## config.mk

```make
export PLATFORM = sky130hd
export DESIGN_NAME = cbu_branch_unit
export DESIGN_NICKNAME = d
export VERILOG_FILES = /design/src/cbu_pkg.sv /design/src/cbu_branch_unit.sv
export SDC_FILE = /design/constraint.sdc
export NUM_CORES = 1
export LEC_CHECK = 0
export BUFFER_PORTS_ARGS = -buffer_cell sky130_fd_sc_hd__buf_2
export CAP_MARGIN = 20
export CORE_MARGIN = 1
export CORE_UTILIZATION = 45
export DETAILED_ROUTE_END_ITERATION = 8
export PLACE_DENSITY = 0.75
export REMOVE_ABC_BUFFERS = 1
export SLEW_MARGIN = 5
export SYNTH_ARGS = -nofsm -noshare
export SYNTH_HDL_FRONTEND = slang
export SYNTH_SLANG_ARGS = --single-unit
export TNS_END_PERCENT = 20
```

## constraint.sdc

```tcl
create_clock -name clock_i -period 5.5 [get_ports clock_i]
set_input_delay 1.1 -clock clock_i [delete_from_list [all_inputs] [get_ports clock_i]]
set_output_delay 1.1 -clock clock_i [all_outputs]
set_load 0.02 [all_outputs]
```

## src/cbu_pkg.sv

```systemverilog
// package of constants and types for the conditional branch unit, plus its condition evaluator
`timescale 1ns/100ps
`default_nettype none
package cbu_pkg;
	// ****************************************
	// encoding
	// ****************************************
	localparam logic [5:0] CBU_OPC_REG = 6'h27;
	localparam logic [5:0] CBU_OPC_IMM = 6'h2F;
	localparam logic [3:0] CBU_COND_EQ = 4'h0;
	localparam logic [3:0] CBU_COND_GE = 4'h5;
	localparam logic [3:0] CBU_COND_GT = 4'h4;
	localparam logic [31:0] CBU_SEQ_STEP = 32'h0000_0004;
	localparam logic [31:0] CBU_ZERO = 32'h0000_0000;
	localparam int CBU_SIGN_BIT = 31;
	localparam int CBU_LIT_SIGN = 15;
	// ****************************************
	// latencies in core cycles
	// ****************************************
	localparam logic [3:0] CBU_LAT_NOT_TAKEN = 4'h1;
	localparam logic [3:0] CBU_LAT_PRED_HIT = 4'h1;
	localparam logic [3:0] CBU_LAT_TAKEN_SLOT = 4'h2;
	localparam logic [3:0] CBU_LAT_TAKEN_NOSLOT = 4'h3;
	localparam logic [3:0] CBU_LAT_MISPRED = 4'h3;
	// deep pipeline flush costs seven to nine; the middle figure is used
	localparam logic [3:0] CBU_LAT_MISPRED_DEEP = 4'h8;
	localparam int CBU_FOOTPRINT_DEEP = 2;
	localparam logic [3:0] CBU_CNT_LAST = 4'h1;
	localparam logic [3:0] CBU_CNT_IDLE = 4'h0;

	// instruction word, most significant field first
	typedef struct packed {
		logic [5:0] opcode;
		logic delay;
		logic [3:0] cond;
		logic [4:0] src_sel;
		logic [15:0] literal;
	} cbu_instr_t;

	typedef struct packed {
		logic taken;
		logic slot;
		logic [31:0] target;
	} cbu_result_t;

	typedef enum logic [2:0] {
		CBU_IDLE = 3'b001,
		CBU_EXEC = 3'b010,
		CBU_SLOT = 3'b100
	} cbu_state_t;
endpackage : cbu_pkg

// condition test of the compared source against zero
module cbu_cond_eval
	import cbu_pkg::*;
(
	input wire logic [3:0] cond_i,
	input wire logic is_imm_i,
	input wire logic [31:0] value_i,
	output logic legal_o,
	output logic take_o
);
	logic is_zero;
	logic is_neg;

	assign is_zero = (value_i == CBU_ZERO);
	assign is_neg = value_i[CBU_SIGN_BIT];

	always_comb begin
		legal_o = 1'b1;
		take_o = 1'b0;
		unique case (cond_i)
			CBU_COND_EQ: begin
				legal_o = is_imm_i;
				take_o = is_zero;
			end
			CBU_COND_GE: take_o = !is_neg;
			CBU_COND_GT: take_o = !is_neg && !is_zero;
			default: legal_o = 1'b0;
		endcase
	end
endmodule : cbu_cond_eval
`default_nettype wire

```

## src/cbu_branch_unit.sv

```systemverilog
// conditional branch unit: decode, target, latency and interrupt deferral
//
// Function
// - equal immediate branch taken only when compared source is exactly zero
// - greater-or-equal branches taken when compared source is signed non-negative
// - greater-than register branch taken only when compared source is strictly positive
// - immediate target is pc plus extended literal; not taken advances pc by four
// - register target is pc plus offset source; only pc changes
// - taken with delay flag lets the following instruction complete first
// - taken without delay flag squashes the following instruction
// - delay-suffixed variants encode the delay flag as one, plain as zero
// - register form latency one not taken, two with slot, three without
// - immediate form one cycle not taken or predicted right, two with slot
// - immediate form three cycles taken without slot or on mispredict
// - deep pipeline mispredict of immediate form costs seven to nine cycles
// - sixteen-bit literal is sign extended to thirty-two bits by default
// - directly after the upper-half prefix its formed value replaces the extension
// - interrupts and hardware breaks wait until a delay-slot branch and slot finish
`timescale 1ns/100ps
`default_nettype none
module cbu_branch_unit
	import cbu_pkg::*;
#(
	parameter int FOOTPRINT_TUNING_PARAM = 0
) (
	input wire logic clock_i,
	input wire logic srst_i,
	input wire logic issue_i,
	input wire logic [31:0] instr_i,
	input wire logic [31:0] pc_i,
	input wire logic [31:0] compared_source_i,
	input wire logic [31:0] offset_source_i,
	input wire logic prefix_valid_i,
	input wire logic [15:0] prefix_hi_i,
	input wire logic pred_valid_i,
	input wire logic pred_taken_i,
	input wire logic slot_done_i,
	input wire logic irq_req_i,
	input wire logic brk_req_i,
	output logic busy_o,
	output logic done_o,
	output logic taken_o,
	output logic slot_o,
	output logic squash_next_o,
	output logic [31:0] next_pc_o,
	output logic defer_o,
	output logic irq_take_o,
	output logic brk_take_o
);
	// ****************************************
	// decode
	// ****************************************
	cbu_instr_t ins;
	logic is_imm;
	logic is_reg;
	logic legal;
	logic cond_take;
	logic start;
	logic [31:0] disp;
	logic [31:0] target;
	logic [3:0] lat;
	cbu_result_t res_d;
	cbu_result_t res_q;
	cbu_state_t state_q;
	logic [3:0] cnt_q;
	logic busy_q;
	logic done_q;
	logic defer_q;
	logic irq_take_q;
	logic brk_take_q;
	logic squash_q;

	assign ins = cbu_instr_t'(instr_i);
	assign is_imm = (ins.opcode == CBU_OPC_IMM);
	assign is_reg = (ins.opcode == CBU_OPC_REG);

	cbu_cond_eval u_cond (
		.cond_i(ins.cond),
		.is_imm_i(is_imm),
		.value_i(compared_source_i),
		.legal_o(legal),
		.take_o(cond_take)
	);

	// a new branch is accepted only while idle
	assign start = issue_i && (state_q == CBU_IDLE) && legal && (is_imm || is_reg);

	always_comb begin
		disp = {{16{ins.literal[CBU_LIT_SIGN]}}, ins.literal};
		if (prefix_valid_i) begin
			disp = {prefix_hi_i, ins.literal};
		end
		if (is_reg) begin
			disp = offset_source_i;
		end
	end

	assign target = cond_take ? pc_i + disp : pc_i + CBU_SEQ_STEP;

	always_comb begin
		res_d.taken = cond_take;
		res_d.slot = ins.delay;
		res_d.target = target;
	end

	// ****************************************
	// latency
	// ****************************************
	always_comb begin
		if (!cond_take) begin
			lat = CBU_LAT_NOT_TAKEN;
		end else if (ins.delay) begin
			lat = CBU_LAT_TAKEN_SLOT;
		end else begin
			lat = CBU_LAT_TAKEN_NOSLOT;
		end
		if (is_imm && pred_valid_i && (pred_taken_i == cond_take)) begin
			lat = CBU_LAT_PRED_HIT;
		end
		if (is_imm && pred_valid_i && (pred_taken_i != cond_take)) begin
			lat = CBU_LAT_MISPRED;
			if (FOOTPRINT_TUNING_PARAM == CBU_FOOTPRINT_DEEP) begin
				lat = CBU_LAT_MISPRED_DEEP;
			end
		end
	end

	// ****************************************
	// sequencing
	// ****************************************
	always_ff @(posedge clock_i) begin
		if (srst_i) begin
			state_q <= CBU_IDLE;
			cnt_q <= CBU_CNT_IDLE;
		end else begin
			unique case (state_q)
				CBU_IDLE: begin
					if (start) begin
						state_q <= CBU_EXEC;
						cnt_q <= lat;
					end
				end
				CBU_EXEC: begin
					cnt_q <= cnt_q - CBU_CNT_LAST;
					if (cnt_q == CBU_CNT_LAST) begin
						state_q <= res_q.slot ? CBU_SLOT : CBU_IDLE;
					end
				end
				CBU_SLOT: begin
					if (slot_done_i) begin
						state_q <= CBU_IDLE;
					end
				end
				default: state_q <= CBU_IDLE;
			endcase
		end
	end

	always_ff @(posedge clock_i) begin
		if (srst_i) begin
			busy_q <= 1'b0;
			done_q <= 1'b0;
		end else begin
			done_q <= (state_q == CBU_EXEC) && (cnt_q == CBU_CNT_LAST);
			if (start) begin
				busy_q <= 1'b1;
			end else if ((state_q == CBU_EXEC) && (cnt_q == CBU_CNT_LAST)) begin
				busy_q <= 1'b0;
			end
		end
	end

	// result is captured at issue and held until the next branch
	always_ff @(posedge clock_i) begin
		if (srst_i) begin
			res_q <= '0;
			squash_q <= 1'b0;
		end else if (start) begin
			res_q <= res_d;
			// taken with no slot means the fetched successor is dropped
			squash_q <= cond_take && !ins.delay;
		end
	end

	// ****************************************
	// interrupt and break deferral
	// ****************************************
	// hold off from issue until the slot instruction retires
	always_ff @(posedge clock_i) begin
		if (srst_i) begin
			defer_q <= 1'b0;
		end else if (start && ins.delay) begin
			defer_q <= 1'b1;
		end else if ((state_q == CBU_SLOT) && slot_done_i) begin
			defer_q <= 1'b0;
		end
	end

	// requests pass only when nothing is deferred
	always_ff @(posedge clock_i) begin
		if (srst_i) begin
			irq_take_q <= 1'b0;
			brk_take_q <= 1'b0;
		end else begin
			irq_take_q <= irq_req_i && !defer_q && !(start && ins.delay);
			brk_take_q <= brk_req_i && !defer_q && !(start && ins.delay);
		end
	end

	assign busy_o = busy_q;
	assign done_o = done_q;
	assign taken_o = res_q.taken;
	assign slot_o = res_q.slot;
	assign squash_next_o = squash_q;
	assign next_pc_o = res_q.target;
	assign defer_o = defer_q;
	assign irq_take_o = irq_take_q;
	assign brk_take_o = brk_take_q;
endmodule : cbu_branch_unit
`default_nettype wire

```

**After elaboration in Yosys (flattened, before gate mapping)**

Index checks and enable logic that the tools add are counted.

- Flip-flop bits (word level): 47
- Input bits: 153
- Output and inout port bits: 40
- Word-level logic and storage cells: 76

- Add/subtract/negate cells: 3
- Eq/ne operators: 13
- Muxes and demuxes: 20
- Reductions and logical operators: 29

Operators with widths:

| operator | number |
|---|---|
| $mux 32 | 3 |
| $add 32x3->32 const B | 1 |
| $add 32x32->32 | 1 |
| $logic_not 32->1 | 1 |
| $logic_and 1x1->1 | 15 |
| $eq 6x6->1 const B | 2 |
| $mux 3 | 4 |
| $mux 4 | 3 |
| $pmux 3 s3 | 1 |
| $eq 4x3->1 const B | 2 |
| $pmux 4 s2 | 1 |
| $ne 2x2->1 const B | 3 |
| $reduce_bool 2->1 | 3 |
| $logic_not 1->1 | 5 |
| $mux 1 | 5 |
| $eq 4x1->1 const B | 1 |
| $logic_not 4->1 | 1 |
| $sub 4x1->4 const B | 1 |
| $eq 3x1->1 const B | 1 |
| $eq 3x2->1 const B | 1 |
| $eq 3x3->1 const B | 1 |
| $pmux 1 s3 | 1 |
| $reduce_and 3->1 | 1 |
| $mux 2 | 1 |
| 6 further kinds | 6 |

**Depth between registers and ports, before layout**

Gate-level depths: netlist (run 1).

- Word-level depth: 10
- Depth in mapped cells: 16
- Mapped depth without buffers: 14

**Cells and area by module**

A second synthesis (run 1) with hierarchy kept.

- Cell total of the unflattened synthesis: 649
- Area, all modules: 4802.1 sq um

Modules (own cells, without submodules):

| module | times used | cells each | area each (sq um) |
|---|---|---|---|
| cbu_branch_unit | 1 | 631 | 4687.0 |
| cbu_cond_eval | 1 | 18 | 115.1 |

**Least setup slack after synthesis (run 1)**

Ideal clock, no wire load.

- Path type: input-to-reg
- Start point: in instr_i[31]
- End point: reg res_q (netlist bit next_pc_o[30])
- Arrival: 4.532 ns
- Setup slack: 0.894 ns
- Cell stages on the path: 14
- Cell sequence: nand4_1 > nor3_1 > clkbuf_1 > clkbuf_1 > mux2_2 > ha_1 > o21ai_0 > o21bai_2 > a21oi_1 > o221a_4 > nor4_4 > o2111ai_2 > or4b_1 > a31oi_1

- Cells in the longest elaborated chain, start to end: 4
- Elaborated cells between the ends (all ways): 9

RTL lines:

| element | line | source |
|---|---|---|
| start, declared | cbu_branch_unit.sv:29 | `input wire logic [31:0] instr_i,` |
| $eq 6x6->1 (on tied branches) | cbu_branch_unit.sv:75, cbu_branch_unit.sv:74 |  |
| $mux 32 or $pmux 1 s2 (tied branches) | cbu_branch_unit.sv:93, cbu_pkg.sv:72 |  |
| $add 32x32->32 or $logic_and 1x1->1 (tied branches) | cbu_branch_unit.sv:98, cbu_branch_unit.sv:86 |  |
| $mux 32 or $logic_and 1x1->1 (tied branches) | cbu_branch_unit.sv:98, cbu_branch_unit.sv:86 |  |
| end signal, assigned | cbu_branch_unit.sv:179 | `res_q <= res_d;` |
| end, declared | cbu_branch_unit.sv:63 | `cbu_result_t res_q;` |

Parallel ways exist; a longest one is shown, timed or not.
A chain may end at the register's enable or synchronous reset.

**Worst setup path after layout (run 1)**

- Start point: in instr_i[31]
- End point: reg res_q (netlist bit next_pc_o[25])

Same word-level chain as after synthesis.

==> key figures, run 1 <==
Run status
  • Outcome: finished clean

Clock network
  • CTS tree: done
  • Post-cts sizing count: 0
  • H-tree depth: 2
  • Clk buf depth: 2
  • Setup Fix Bufs, Post-CTS: 0
  • Clk_lat worst skew: about 0.30 ns
  • # clock sinks: between 40 and 50
  • Clock slew at reported path FFs: about 0.090 ns
  • CTS root buf: clkbuf_8
  • CTS Hold Buffers Added: 0
  • TritonCTS buffer count: 5

Synth
  • Asr flop ratio synth: 0
  • Top post-synthesis cells by area: dfxtp_1, ha_1, a21oi_1
  • Syn_area_per_cell: about 7.3 um2
  • Ys Warns: 0
  • Post-Syn Area: ~4800 um2
  • Most frequent cell after synthesis: nand2_1
  • Netlist cell types: between 60 and 70
  • Post-synth EDFFs: 0
  • #FFs+latches synth: 47
  • Seq/Total Area, Yosys: 0.1949
  • Most used flip-flop cell after synthesis: dfxtp_1
  • Top cell type's share of synthesized area: 0.1949
  • Synth Instances: around 670
  • Yosys top cell by area: dfxtp_1
  • Commonest cells in the netlist: nand2_1, a21oi_1, dfxtp_1

Setup path
  • Critical Path RT: roughly 5.7 ns
  • Nature of the critical path endpoint: flop
  • Critical Path Source Type: primary input
  • Setup CP Type: primary input to flop
  • Worst-path cell chain: buf_2 > nand4_1 > nor3_2 > buf_4 > mux2_2 > ha_1 > o21ai_0 > o211ai_1 > nand3b_1 > a21oi_1 > a41o_1 > mux2_2 > o211ai_1 > a21oi_1
  • Slowest stage delay, CP: around 0.44 ns
  • Crit-path max FO: 47
  • CP Data Arrival Time: around 4.8 ns
  • Max stage delay cell, worst path: buf_4

Cells and area
  • Share of layout cells above drive strength 1: 0.2823
  • Sequential Area: 940.9 um2
  • Filler Cell Count: 1033
  • Footprint of the multi-input gates: 3716 um2
  • Nets: ~1000
  • Final Core Density: 0.5750
  • Layout Area Growth over Synthesis: 23.54%
  • N_diodes: 0

Detailed routing
  • Via Count: roughly 5500
  • DRT iter0 DRCs: approximately 250
  • Routed WL: approximately 15000 um
  • Vias per Instance: 5.731
  • Drt wl/cell: about 16 um
  • Post-route ant nets: 0
  • DRC: 0
  • Drt first pass iters: 5

Die
  • Die ar.: approximately 11000 um2
  • Row count: 37
  • Num ports: roughly 190
  • Vert. Die Dim: about 110 um
  • Die Wd: between 100 and 150 um
  • Starting Density: 0.4655
  • Core Region: ~10000 um2

Pwr
  • Sequential share of power: 0.352
  • Int Pwr: roughly 0.64 mW
  • Pwr Density: between 150 and 200 nW/um2
  • Sw Ratio: 0.3439
  • Worst vdd ir: 115.8 uV
  • Leak pwr: roughly 2.7 nW
  • Clock power frac: 0.265
  • P_sw: 0.3343 mW
  • Tot Pwr: ~0.97 mW
  • Comb power frac: 0.384

Timing
  • RSZ-0062 raised after global routing: false
  • Setup violators final: 0
  • Setup TNS Final: 0 ns
  • Period minus WS final: between 4 and 5 ns
  • Slew of the pin with the lowest slew margin: ~0.8 ns
  • PnR worst setup slack: between 0.9 and 1 ns
  • Final period util: 0.8361
  • Fin Clk Skew: roughly 0.007 ns
  • Fmax: about 220 MHz
  • Final Hold Fails: 0
  • Worst rel slew slack: 0.4543
  • Pins Over Slew Limit: 0
  • Worst hold slack: between 0.4 and 0.5 ns

Global routing
  • First-pass GRT wire length: roughly 25000 um
  • Initial antenna violation count: 0
  • Grt ovf: 0
  • Number of global-route vias before repair: about 5400
  • GRT Util Overall: 0.2711
  • Largest net degree at the start of global routing: 48

Worst hold path
  • Worst min path class: flop to flop

Placed design
  • Number of I/O port buffers: 187
  • Setup Slack @ Placement: around 0.7 ns
  • HPWL after DPL: roughly 12000 um
  • Placer congestion estimate: ~0.9

Job
  • MaxCap Viol Count: 0
[cells in the final DEF, fill, tap and decap left out, types with 12 or more instances in the layout]
cell      count
a21o_1       15
a21oi_1      77
buf_2       187
dfxtp_1      47
ha_1         37
inv_1        12
mux2_2       18
nand2_1      89
nand3_1      31
nand4_1      15
nor2_1       45
nor3_1       15
nor4_1       14
o211ai_1     16
o21ai_0      40
xnor2_1      22
xor2_1       24
[final timing paths]
check              start       endpoint  slack (ns)  depth (start not counted)
max          instr_i[31]  next_pc_o[25]        0.90                         14
min              taken_o        taken_o        0.45                          2
max reg2reg   state_q[0]  next_pc_o[21]        2.45                          7
min reg2reg      taken_o        taken_o        0.45                          2
[layout make-up]
type	instances	area share
flip-flops and latches	47	0.1578
repair buffers	194	0.1658
inverters	12	0.007554
clock inverters	1	0.005036
multi-input cells	569	0.6232
well taps	136	0.02854
clock buffers	6	0.01217
[stage by stage]
stage                     cells  cell area, um2
after floorplan             628            4681
after CTS                   965            5963
after global routing        965            5963
after detailed placement    958            5861
final                       965            5963
after global placement      958            5861
[power by group through the flow]
stage	Clock, mW	Combinational (mW)	Sequential, mW
global placement	0	0.355	0.350
CTS	0.264	0.368	0.342
floorplan	0	0.237	0.351
finish	0.257	0.373	0.342
detailed placement	0	0.365	0.350
global route	0.276	0.413	0.342
[registers in the layout, indices dropped and copies added (netlist names)]
register       flops
irq_take_o         1
brk_take_o         1
taken_o            1
defer_o            1
busy_o             1
cnt_q              4
state_q            3
next_pc_o         32
squash_next_o      1
done_o             1
slot_o             1
[kinds of logic (layout without fill, tap and decap cells)]
| kind of cell | count (synthesis) | count (layout) | share of synthesized area |
|---|---|---|---|
| flip-flops | 47 | 47 | 0.1949 |
| XOR/XNOR | 46 | 46 | 0.08346 |
| AND/OR/NAND/NOR | 260 | 260 | 0.2639 |
| adder cells (fa/ha/maj) | 38 | 38 | 0.1001 |
| AO/OA/AOI/OAI | 204 | 204 | 0.2698 |
| multiplexers | 21 | 21 | 0.04821 |
| buffers and inverters | 49 | 213 | 0.03966 |
[worst max-delay path: cells and delay by family]
family / cells / cell delay (ns)
buffers and inverters: 2 / 0.53
AOI/OAI and AO/OA: 6 / 1.52
muxes: 2 / 0.76
and+or+nand+nor: 3 / 0.49
adders and majority gates: 1 / 0.33
[per-layer routing]
| layer | vias up | wire length [um] | GRT usage |
|---|---|---|---|
| li1 | 2773 | - | - |
| met4 | 0 | 371 | 0.08333 |
| met3 | 29 | 647 | 0.03649 |
| met2 | 157 | 7464 | 0.4826 |
| met5 | - | 0 | 0 |
| met1 | 2571 | 6747 | 0.3375 |
Note: power is estimated with default switching activity, not from simulation.
==> run 2: changes to the inputs <==
--- a/config.mk
+++ b/config.mk
@@ -10,7 +10,7 @@
 export CORE_MARGIN = 1
 export CORE_UTILIZATION = 45
 export DETAILED_ROUTE_END_ITERATION = 8
-export PLACE_DENSITY = 0.75
+export PLACE_DENSITY = 0.78
 export REMOVE_ABC_BUFFERS = 1
 export SLEW_MARGIN = 5
 export SYNTH_ARGS = -nofsm -noshare
==> constraint.sdc (replaced) <==
create_clock -name clock_i -period 3.74 [get_ports clock_i]
set_input_delay 0.748 -clock clock_i [delete_from_list [all_inputs] [get_ports clock_i]]
set_output_delay 0.748 -clock clock_i [all_outputs]
set_load 0.02 [all_outputs]
==> run 2 against run 1 <==
  * Clock skew grew 0.0022 ns
  * Wire length grew 2.2%
  * Worst hold slack is essentially flat
  * Combinational power grew 83%
  * Critical path type unchanged
  * Largest cell class unchanged
==> key figures, run 2 (synthesis gave the netlist of run 1 again) <==
Cells and area
  • Layout Area Growth over Synthesis: 39.61%
  • N_diodes: 0 (unchanged)
  • Sequential Area: 940.9 um2 (unchanged)
  • Nets: 1095 (+7.4%)
  • Commonest non-fill, non-tap cell in the layout: buf_2
  • Share of layout cells above drive strength 1: 0.3624 (+0.08016)
  • Max reg flops: 32 (unchanged)
  • Footprint of the multi-input gates: 3864 um2 (+4.0%)
  • Filler Cell Count: 953 (-7.7%)
  • Most frequent cells in the layout: buf_2, nand2_1, buf_4, a21oi_1, dfxtp_1
  • Final Core Density: 0.6499 (+0.07481)

Setup path
  • Critical Path RT: 3.95 ns (-1.70 ns)
  • Crit-path max FO: 8 (-83%)
  • Critical Path Source Type: primary input
  • CP Data Arrival Time: 3.85 ns (-0.90 ns)
  • Setup CP Type: primary input to flop
  • Nature of the critical path endpoint: flop

Timing
  • Final period util: 0.9717
  • Worst hold slack: 0.4552 ns (+0.0003870 ns)
  • Period minus WS final: between 3 and 4 ns
  • PnR worst setup slack: 0.1059 ns (-0.7957 ns)
  • Final Hold Fails: 0 (unchanged)
  • RSZ-0062 raised after global routing: true
  • Pins Over Slew Limit: 0 (unchanged)
  • Fin Clk Skew: 0.009143 ns (+0.002167 ns)
  • Setup violators final: 0 (unchanged)
  • Fmax: 275.2 MHz
  • Slew of the pin with the lowest slew margin: 0.5410 ns (-0.2701 ns)
  • Worst rel slew slack: 0.6389 (+0.1846)

Global routing
  • Number of global-route vias before repair: 5443 (+1.6%)
  • Grt ovf: 0 (unchanged)
  • Initial antenna violation count: 0 (unchanged)
  • First-pass GRT wire length: 24750 um (-0.39%)
  • Largest net degree at the start of global routing: 42 (-13%)
  • GRT Util Overall: 0.2709 (about the same)

Placed design
  • Number of I/O port buffers: 187 (unchanged)
  • Setup Slack @ Placement: -0.3469 ns (-1.042 ns)
  • Placer congestion estimate: 0.8756 (-2.9%)
  • HPWL after DPL: 12120 um (+1.7%)

Clock network
  • H-tree depth: 2 (unchanged)
  • Clock slew at reported path FFs: 0.10 ns (about the same)
  • # clock sinks: 47 (unchanged)
  • CTS tree: done
  • Clk buf depth: 2 (unchanged)
  • TritonCTS buffer count: 5 (unchanged)
  • Clk_lat worst skew: 0.31 ns (about the same)
  • CTS root buf: clkbuf_8

Die
  • Row count: 37 (unchanged)
  • Die ar.: 11150 um2 (unchanged)
  • Vert. Die Dim: 105.6 um (unchanged)
  • Starting Density: 0.4655 (unchanged)
  • Num ports: 193 (unchanged)
  • Core Region: 10370 um2 (unchanged)
  • Die Wd: 105.6 um (unchanged)

Detailed routing
  • Via Count: 5801 (+4.9%)
  • DRT iter0 DRCs: 249 (+1.6%)
  • Drt first pass iters: 5 (unchanged)
  • Vias per Instance: 5.573 (-2.8%)
  • Post-route ant nets: 0 (unchanged)
  • DRC: 0 (unchanged)
  • Routed WL: 15570 um (+2.2%)
  • Drt wl/cell: 14.96 um (-5.2%)

Pwr
  • Pwr Density: 242.8 nW/um2 (+49%)
  • Worst vdd ir: 161.3 uV (+39%)
  • Tot Pwr: 1.636 mW (+68%)
  • Leak pwr: 3.071 nW (+15%)

Run status
  • Outcome: finished clean

Worst hold path
  • Worst min path class: flop to flop

Job
  • MaxCap Viol Count: 0 (unchanged)
run 2: cell count changes in the layout (fill, tap and decap cells not counted), moves of 5 or more:
cell / previous run / this run
buf_4: 7 / 77
ha_4: 0 / 6
o21ai_1: 0 / 5
o21ai_0: 40 / 35
ha_1: 37 / 30
run 2: report_power, final:
| part | internal, mW | leakage, nW | switching [mW] | total (mW) |
|---|---|---|---|---|
| Combinational | 0.342 | 2.63 | 0.341 | 0.683 |
| Sequential | 0.502 | 0.379 | 0.000678 | 0.503 |
| Clock | 0.267 | 0.0654 | 0.183 | 0.450 |
| Total | 1.11 | 3.07 | 0.524 | 1.64 |
run 2: timing repair:
item | in CTS | in global routing
hold buffers | 0 | 0
setup buffers | 0 | 6
resized for setup | 1 | 36
pin swaps | 0 | 17
setup endpoints to repair | 1 | 11
run 2: metal layers:
layer  up-vias  wire length, um  GRT usage
met5         -                0          0
met4         0              318    0.06548
met3        34              684    0.03711
met2       162             7478     0.4765
met1      2673             7089     0.3485
li1       2932                -          -
run 2: path summary, 6_finish.rpt:
path                                    start  depth (start not counted)       endpoint  slack, ns
worst max register to register     state_q[2]                          6  next_pc_o[21]       1.42
worst min register to register  next_pc_o[13]                          2  next_pc_o[13]       0.46
worst min-delay path            next_pc_o[13]                          2  next_pc_o[13]       0.46
worst max-delay path              instr_i[26]                         15  next_pc_o[28]       0.11
run 2: area by class of cell:
| class | count | area share |
|---|---|---|
| Clock inverter | 2 | 0.008912 |
| Clock buffer | 6 | 0.01077 |
| Tap cell | 136 | 0.02525 |
| Inverter | 12 | 0.006684 |
| Sequential cell | 47 | 0.1396 |
| Timing Repair Buffer | 269 | 0.2354 |
| Multi-Input combinational cell | 569 | 0.5733 |
run 2: worst max-delay path, stage by stage:
cell and delay, ns:
buf_2 0.08, nand4_1 0.12, nor3_2 0.24, buf_6 0.15
buf_12 0.11, buf_8 0.13, mux2_2 0.37, ha_4 0.22
and2_4 0.14, a2111o_1 0.40, o31ai_1 0.25, a21boi_4 0.24
o31ai_2 0.09, a2111oi_1 0.34, and3b_1 0.22
run 2: stage by stage:
step	instances	setup TNS (ns)	area [um2]
finish	1041	0	6739
global route	1041	-0.2343	6739
CTS	1035	0	6515
detailed placement	1027	-2.567	6379
global placement	1027	-2.012	6379
floorplan	628	-59.49	4681
==> run 3: changes to the inputs <==
--- a/config.mk
+++ b/config.mk
@@ -11,7 +11,6 @@
 export CORE_UTILIZATION = 45
 export DETAILED_ROUTE_END_ITERATION = 8
 export PLACE_DENSITY = 0.78
-export REMOVE_ABC_BUFFERS = 1
 export SLEW_MARGIN = 5
 export SYNTH_ARGS = -nofsm -noshare
 export SYNTH_HDL_FRONTEND = slang
==> run 3 against run 2 <==
  * Final area is 0.76% higher
  * Sequential power hardly changed
  * Largest cell class unchanged
  * Cell count hardly changed
  * Clock power is 13% lower
==> key figures, run 3 (synthesis gave the netlist of run 1 again) <==
Run status
  • Outcome: finished clean

Setup path
  • Critical Path Source Type: primary input
  • Worst-path cell chain: buf_6 > nand4_1 > nor3_4 > buf_12 > buf_6 > mux2_2 > ha_4 > nand4_1 > a21oi_2 > o21ai_4 > o221a_4 > nor4_4 > o2111ai_2 > or4b_1 > a31oi_1
  • Crit-path max FO: 7 (-1)
  • Max stage delay cell, worst path: or4b_1
  • CP Data Arrival Time: 3.94 ns (+0.09 ns)
  • Critical Path RT: 3.97 ns (+0.02 ns)
  • Slowest stage delay, CP: 0.51 ns (+0.11 ns)
  • Setup CP Type: primary input to flop
  • Nature of the critical path endpoint: flop

Cells and area
  • Layout Area Growth over Synthesis: 40.67%
  • Nets: 1096 (+0.091%)
  • Max reg flops: 32 (unchanged)
  • Sequential Area: 940.9 um2 (unchanged)
  • Share of layout cells above drive strength 1: 0.3664 (+0.004015)
  • Footprint of the multi-input gates: 3904 um2 (+1.0%)
  • Most frequent cells in the layout: buf_2, nand2_1, buf_4, a21oi_1, dfxtp_1
  • Filler Cell Count: 944 (-0.94%)
  • Commonest non-fill, non-tap cell in the layout: buf_2
  • Final Core Density: 0.6548 (+0.004947)
  • N_diodes: 0 (unchanged)

Die
  • Die Wd: 105.6 um (unchanged)
  • Core Region: 10370 um2 (unchanged)
  • Vert. Die Dim: 105.6 um (unchanged)
  • Starting Density: 0.4655 (unchanged)
  • Die ar.: 11150 um2 (unchanged)
  • Num ports: 193 (unchanged)
  • Row count: 37 (unchanged)

Timing
  • Pins Over Slew Limit: 0 (unchanged)
  • RSZ-0062 raised after global routing: true
  • Slew of the pin with the lowest slew margin: 0.8150 ns (+0.2740 ns)
  • Worst hold slack: 0.4547 ns (-0.0004860 ns)
  • Setup violators final: 0 (unchanged)
  • Fin Clk Skew: 0.004040 ns (-0.005103 ns)
  • Final Hold Fails: 0 (unchanged)
  • Period minus WS final: 3.709 ns (+0.07526 ns)
  • Final period util: 0.9918 (+0.02012)
  • Worst rel slew slack: 0.4567 (-0.1823)
  • Fmax: 269.6 MHz (-2.0%)

Detailed routing
  • Routed WL: 15080 um (-3.2%)
  • Vias per Instance: 5.522 (-0.91%)
  • Routed wl met3: 673 um (-1.6%)
  • DRT iter0 DRCs: 303 (+22%)
  • Via Count: 5754 (-0.81%)
  • DRC: 0 (unchanged)
  • Post-route ant nets: 0 (unchanged)
  • Wl on met1: 7269 um (+2.5%)
  • Drt first pass iters: 5 (unchanged)
  • Met2 WL: 7010 um (-6.3%)
  • Drt wl/cell: 14.47 um (-3.3%)
  • Uppermost routed layer: met4

Placed design
  • Number of I/O port buffers: 187 (unchanged)
  • Placer congestion estimate: 0.9119 (+4.1%)
  • HPWL after DPL: 11990 um (-1.1%)

Clock network
  • CTS root buf: clkbuf_8
  • H-tree depth: 2 (unchanged)
  • Clock slew at reported path FFs: 0.10 ns (about the same)
  • Clk buf depth: 2 (unchanged)
  • Clk_lat worst skew: 0.30 ns (about the same)
  • CTS tree: done
  • CTS Hold Buffers Added: 0 (unchanged)
  • TritonCTS buffer count: 5 (unchanged)
  • # clock sinks: 47 (unchanged)

Pwr
  • Pwr Density: 233.1 nW/um2 (-4.0%)
  • Worst vdd ir: 164.4 uV (+1.9%)
  • Tot Pwr: 1.583 mW (-3.3%)
  • Leak pwr: 3.078 nW (+0.23%)

Job
  • MaxCap Viol Count: 0 (unchanged)

Worst hold path
  • Worst min path class: flop to flop

Global routing
  • Grt ovf: 0 (unchanged)
  • Number of global-route vias before repair: 5280 (-3.0%)
  • Initial antenna violation count: 0 (unchanged)
  • First-pass GRT wire length: 24580 um (-0.70%)
  • GRT Util Overall: 0.2651 (-0.005830)
  • Largest net degree at the start of global routing: 45 (+7.1%)

Synth
  • Synthesized Nets: 856
## run 3: final timing paths
path | from | cells after the start | end | slack, ns
min | next_pc_o[15] | 2 | next_pc_o[15] | 0.45
max | instr_i[28] | 15 | next_pc_o[30] | 0.03
min reg2reg | next_pc_o[15] | 2 | next_pc_o[15] | 0.45
max reg2reg | state_q[0] | 7 | next_pc_o[29] | 1.42
## run 3: where the power goes
group	switching, mW	internal [mW]
Sequential	0.000685	0.502
Combinational	0.344	0.346
Clock	0.188	0.202
## run 3: layout make-up
class                           count  share of cell area
Tap cell                          136             0.02506
Sequential cell                    47              0.1386
Inverter                           12            0.006634
Clock inverter                      3            0.006818
Timing Repair Buffer              270              0.2379
Multi-Input combinational cell    569              0.5749
Clock buffer                        5             0.01013
## run 3: per-layer routing
metal,track usage,vias to the layer above
li1,-,2928
met5,0,-
met3,0.01917,12
met2,0.4389,174
met1,0.3807,2640
met4,0.04464,0
## run 3: critical path: cells and delay by family
family | cells | cell delay, ns
AND/OR/NAND/NOR | 5 | 1.26
AO/OA/AOI/OAI | 5 | 0.93
multiplexers | 1 | 0.37
buffers and inverters | 3 | 0.35
adder cells (fa/ha/maj) | 1 | 0.28
## run 3: per-stage QoR
step | TNS [ns] | worst slack, ns | instances | cell area [um2]
after floorplan | -0.06034 | -0.03121 | 665 | 4902
after global placement | -4.209 | -0.3778 | 1027 | 6435
after detailed placement | -5.334 | -0.4161 | 1027 | 6435
after CTS | -0.07546 | -0.03793 | 1039 | 6643
after global routing | -0.3763 | -0.1134 | 1042 | 6790
final | 0 | 0.03062 | 1042 | 6790
## run 3: timing repair
item	CTS	global route
setup endpoints to repair	7	15
gates resized for setup	10	23
pin swaps	6	17
setup buffers	4	3
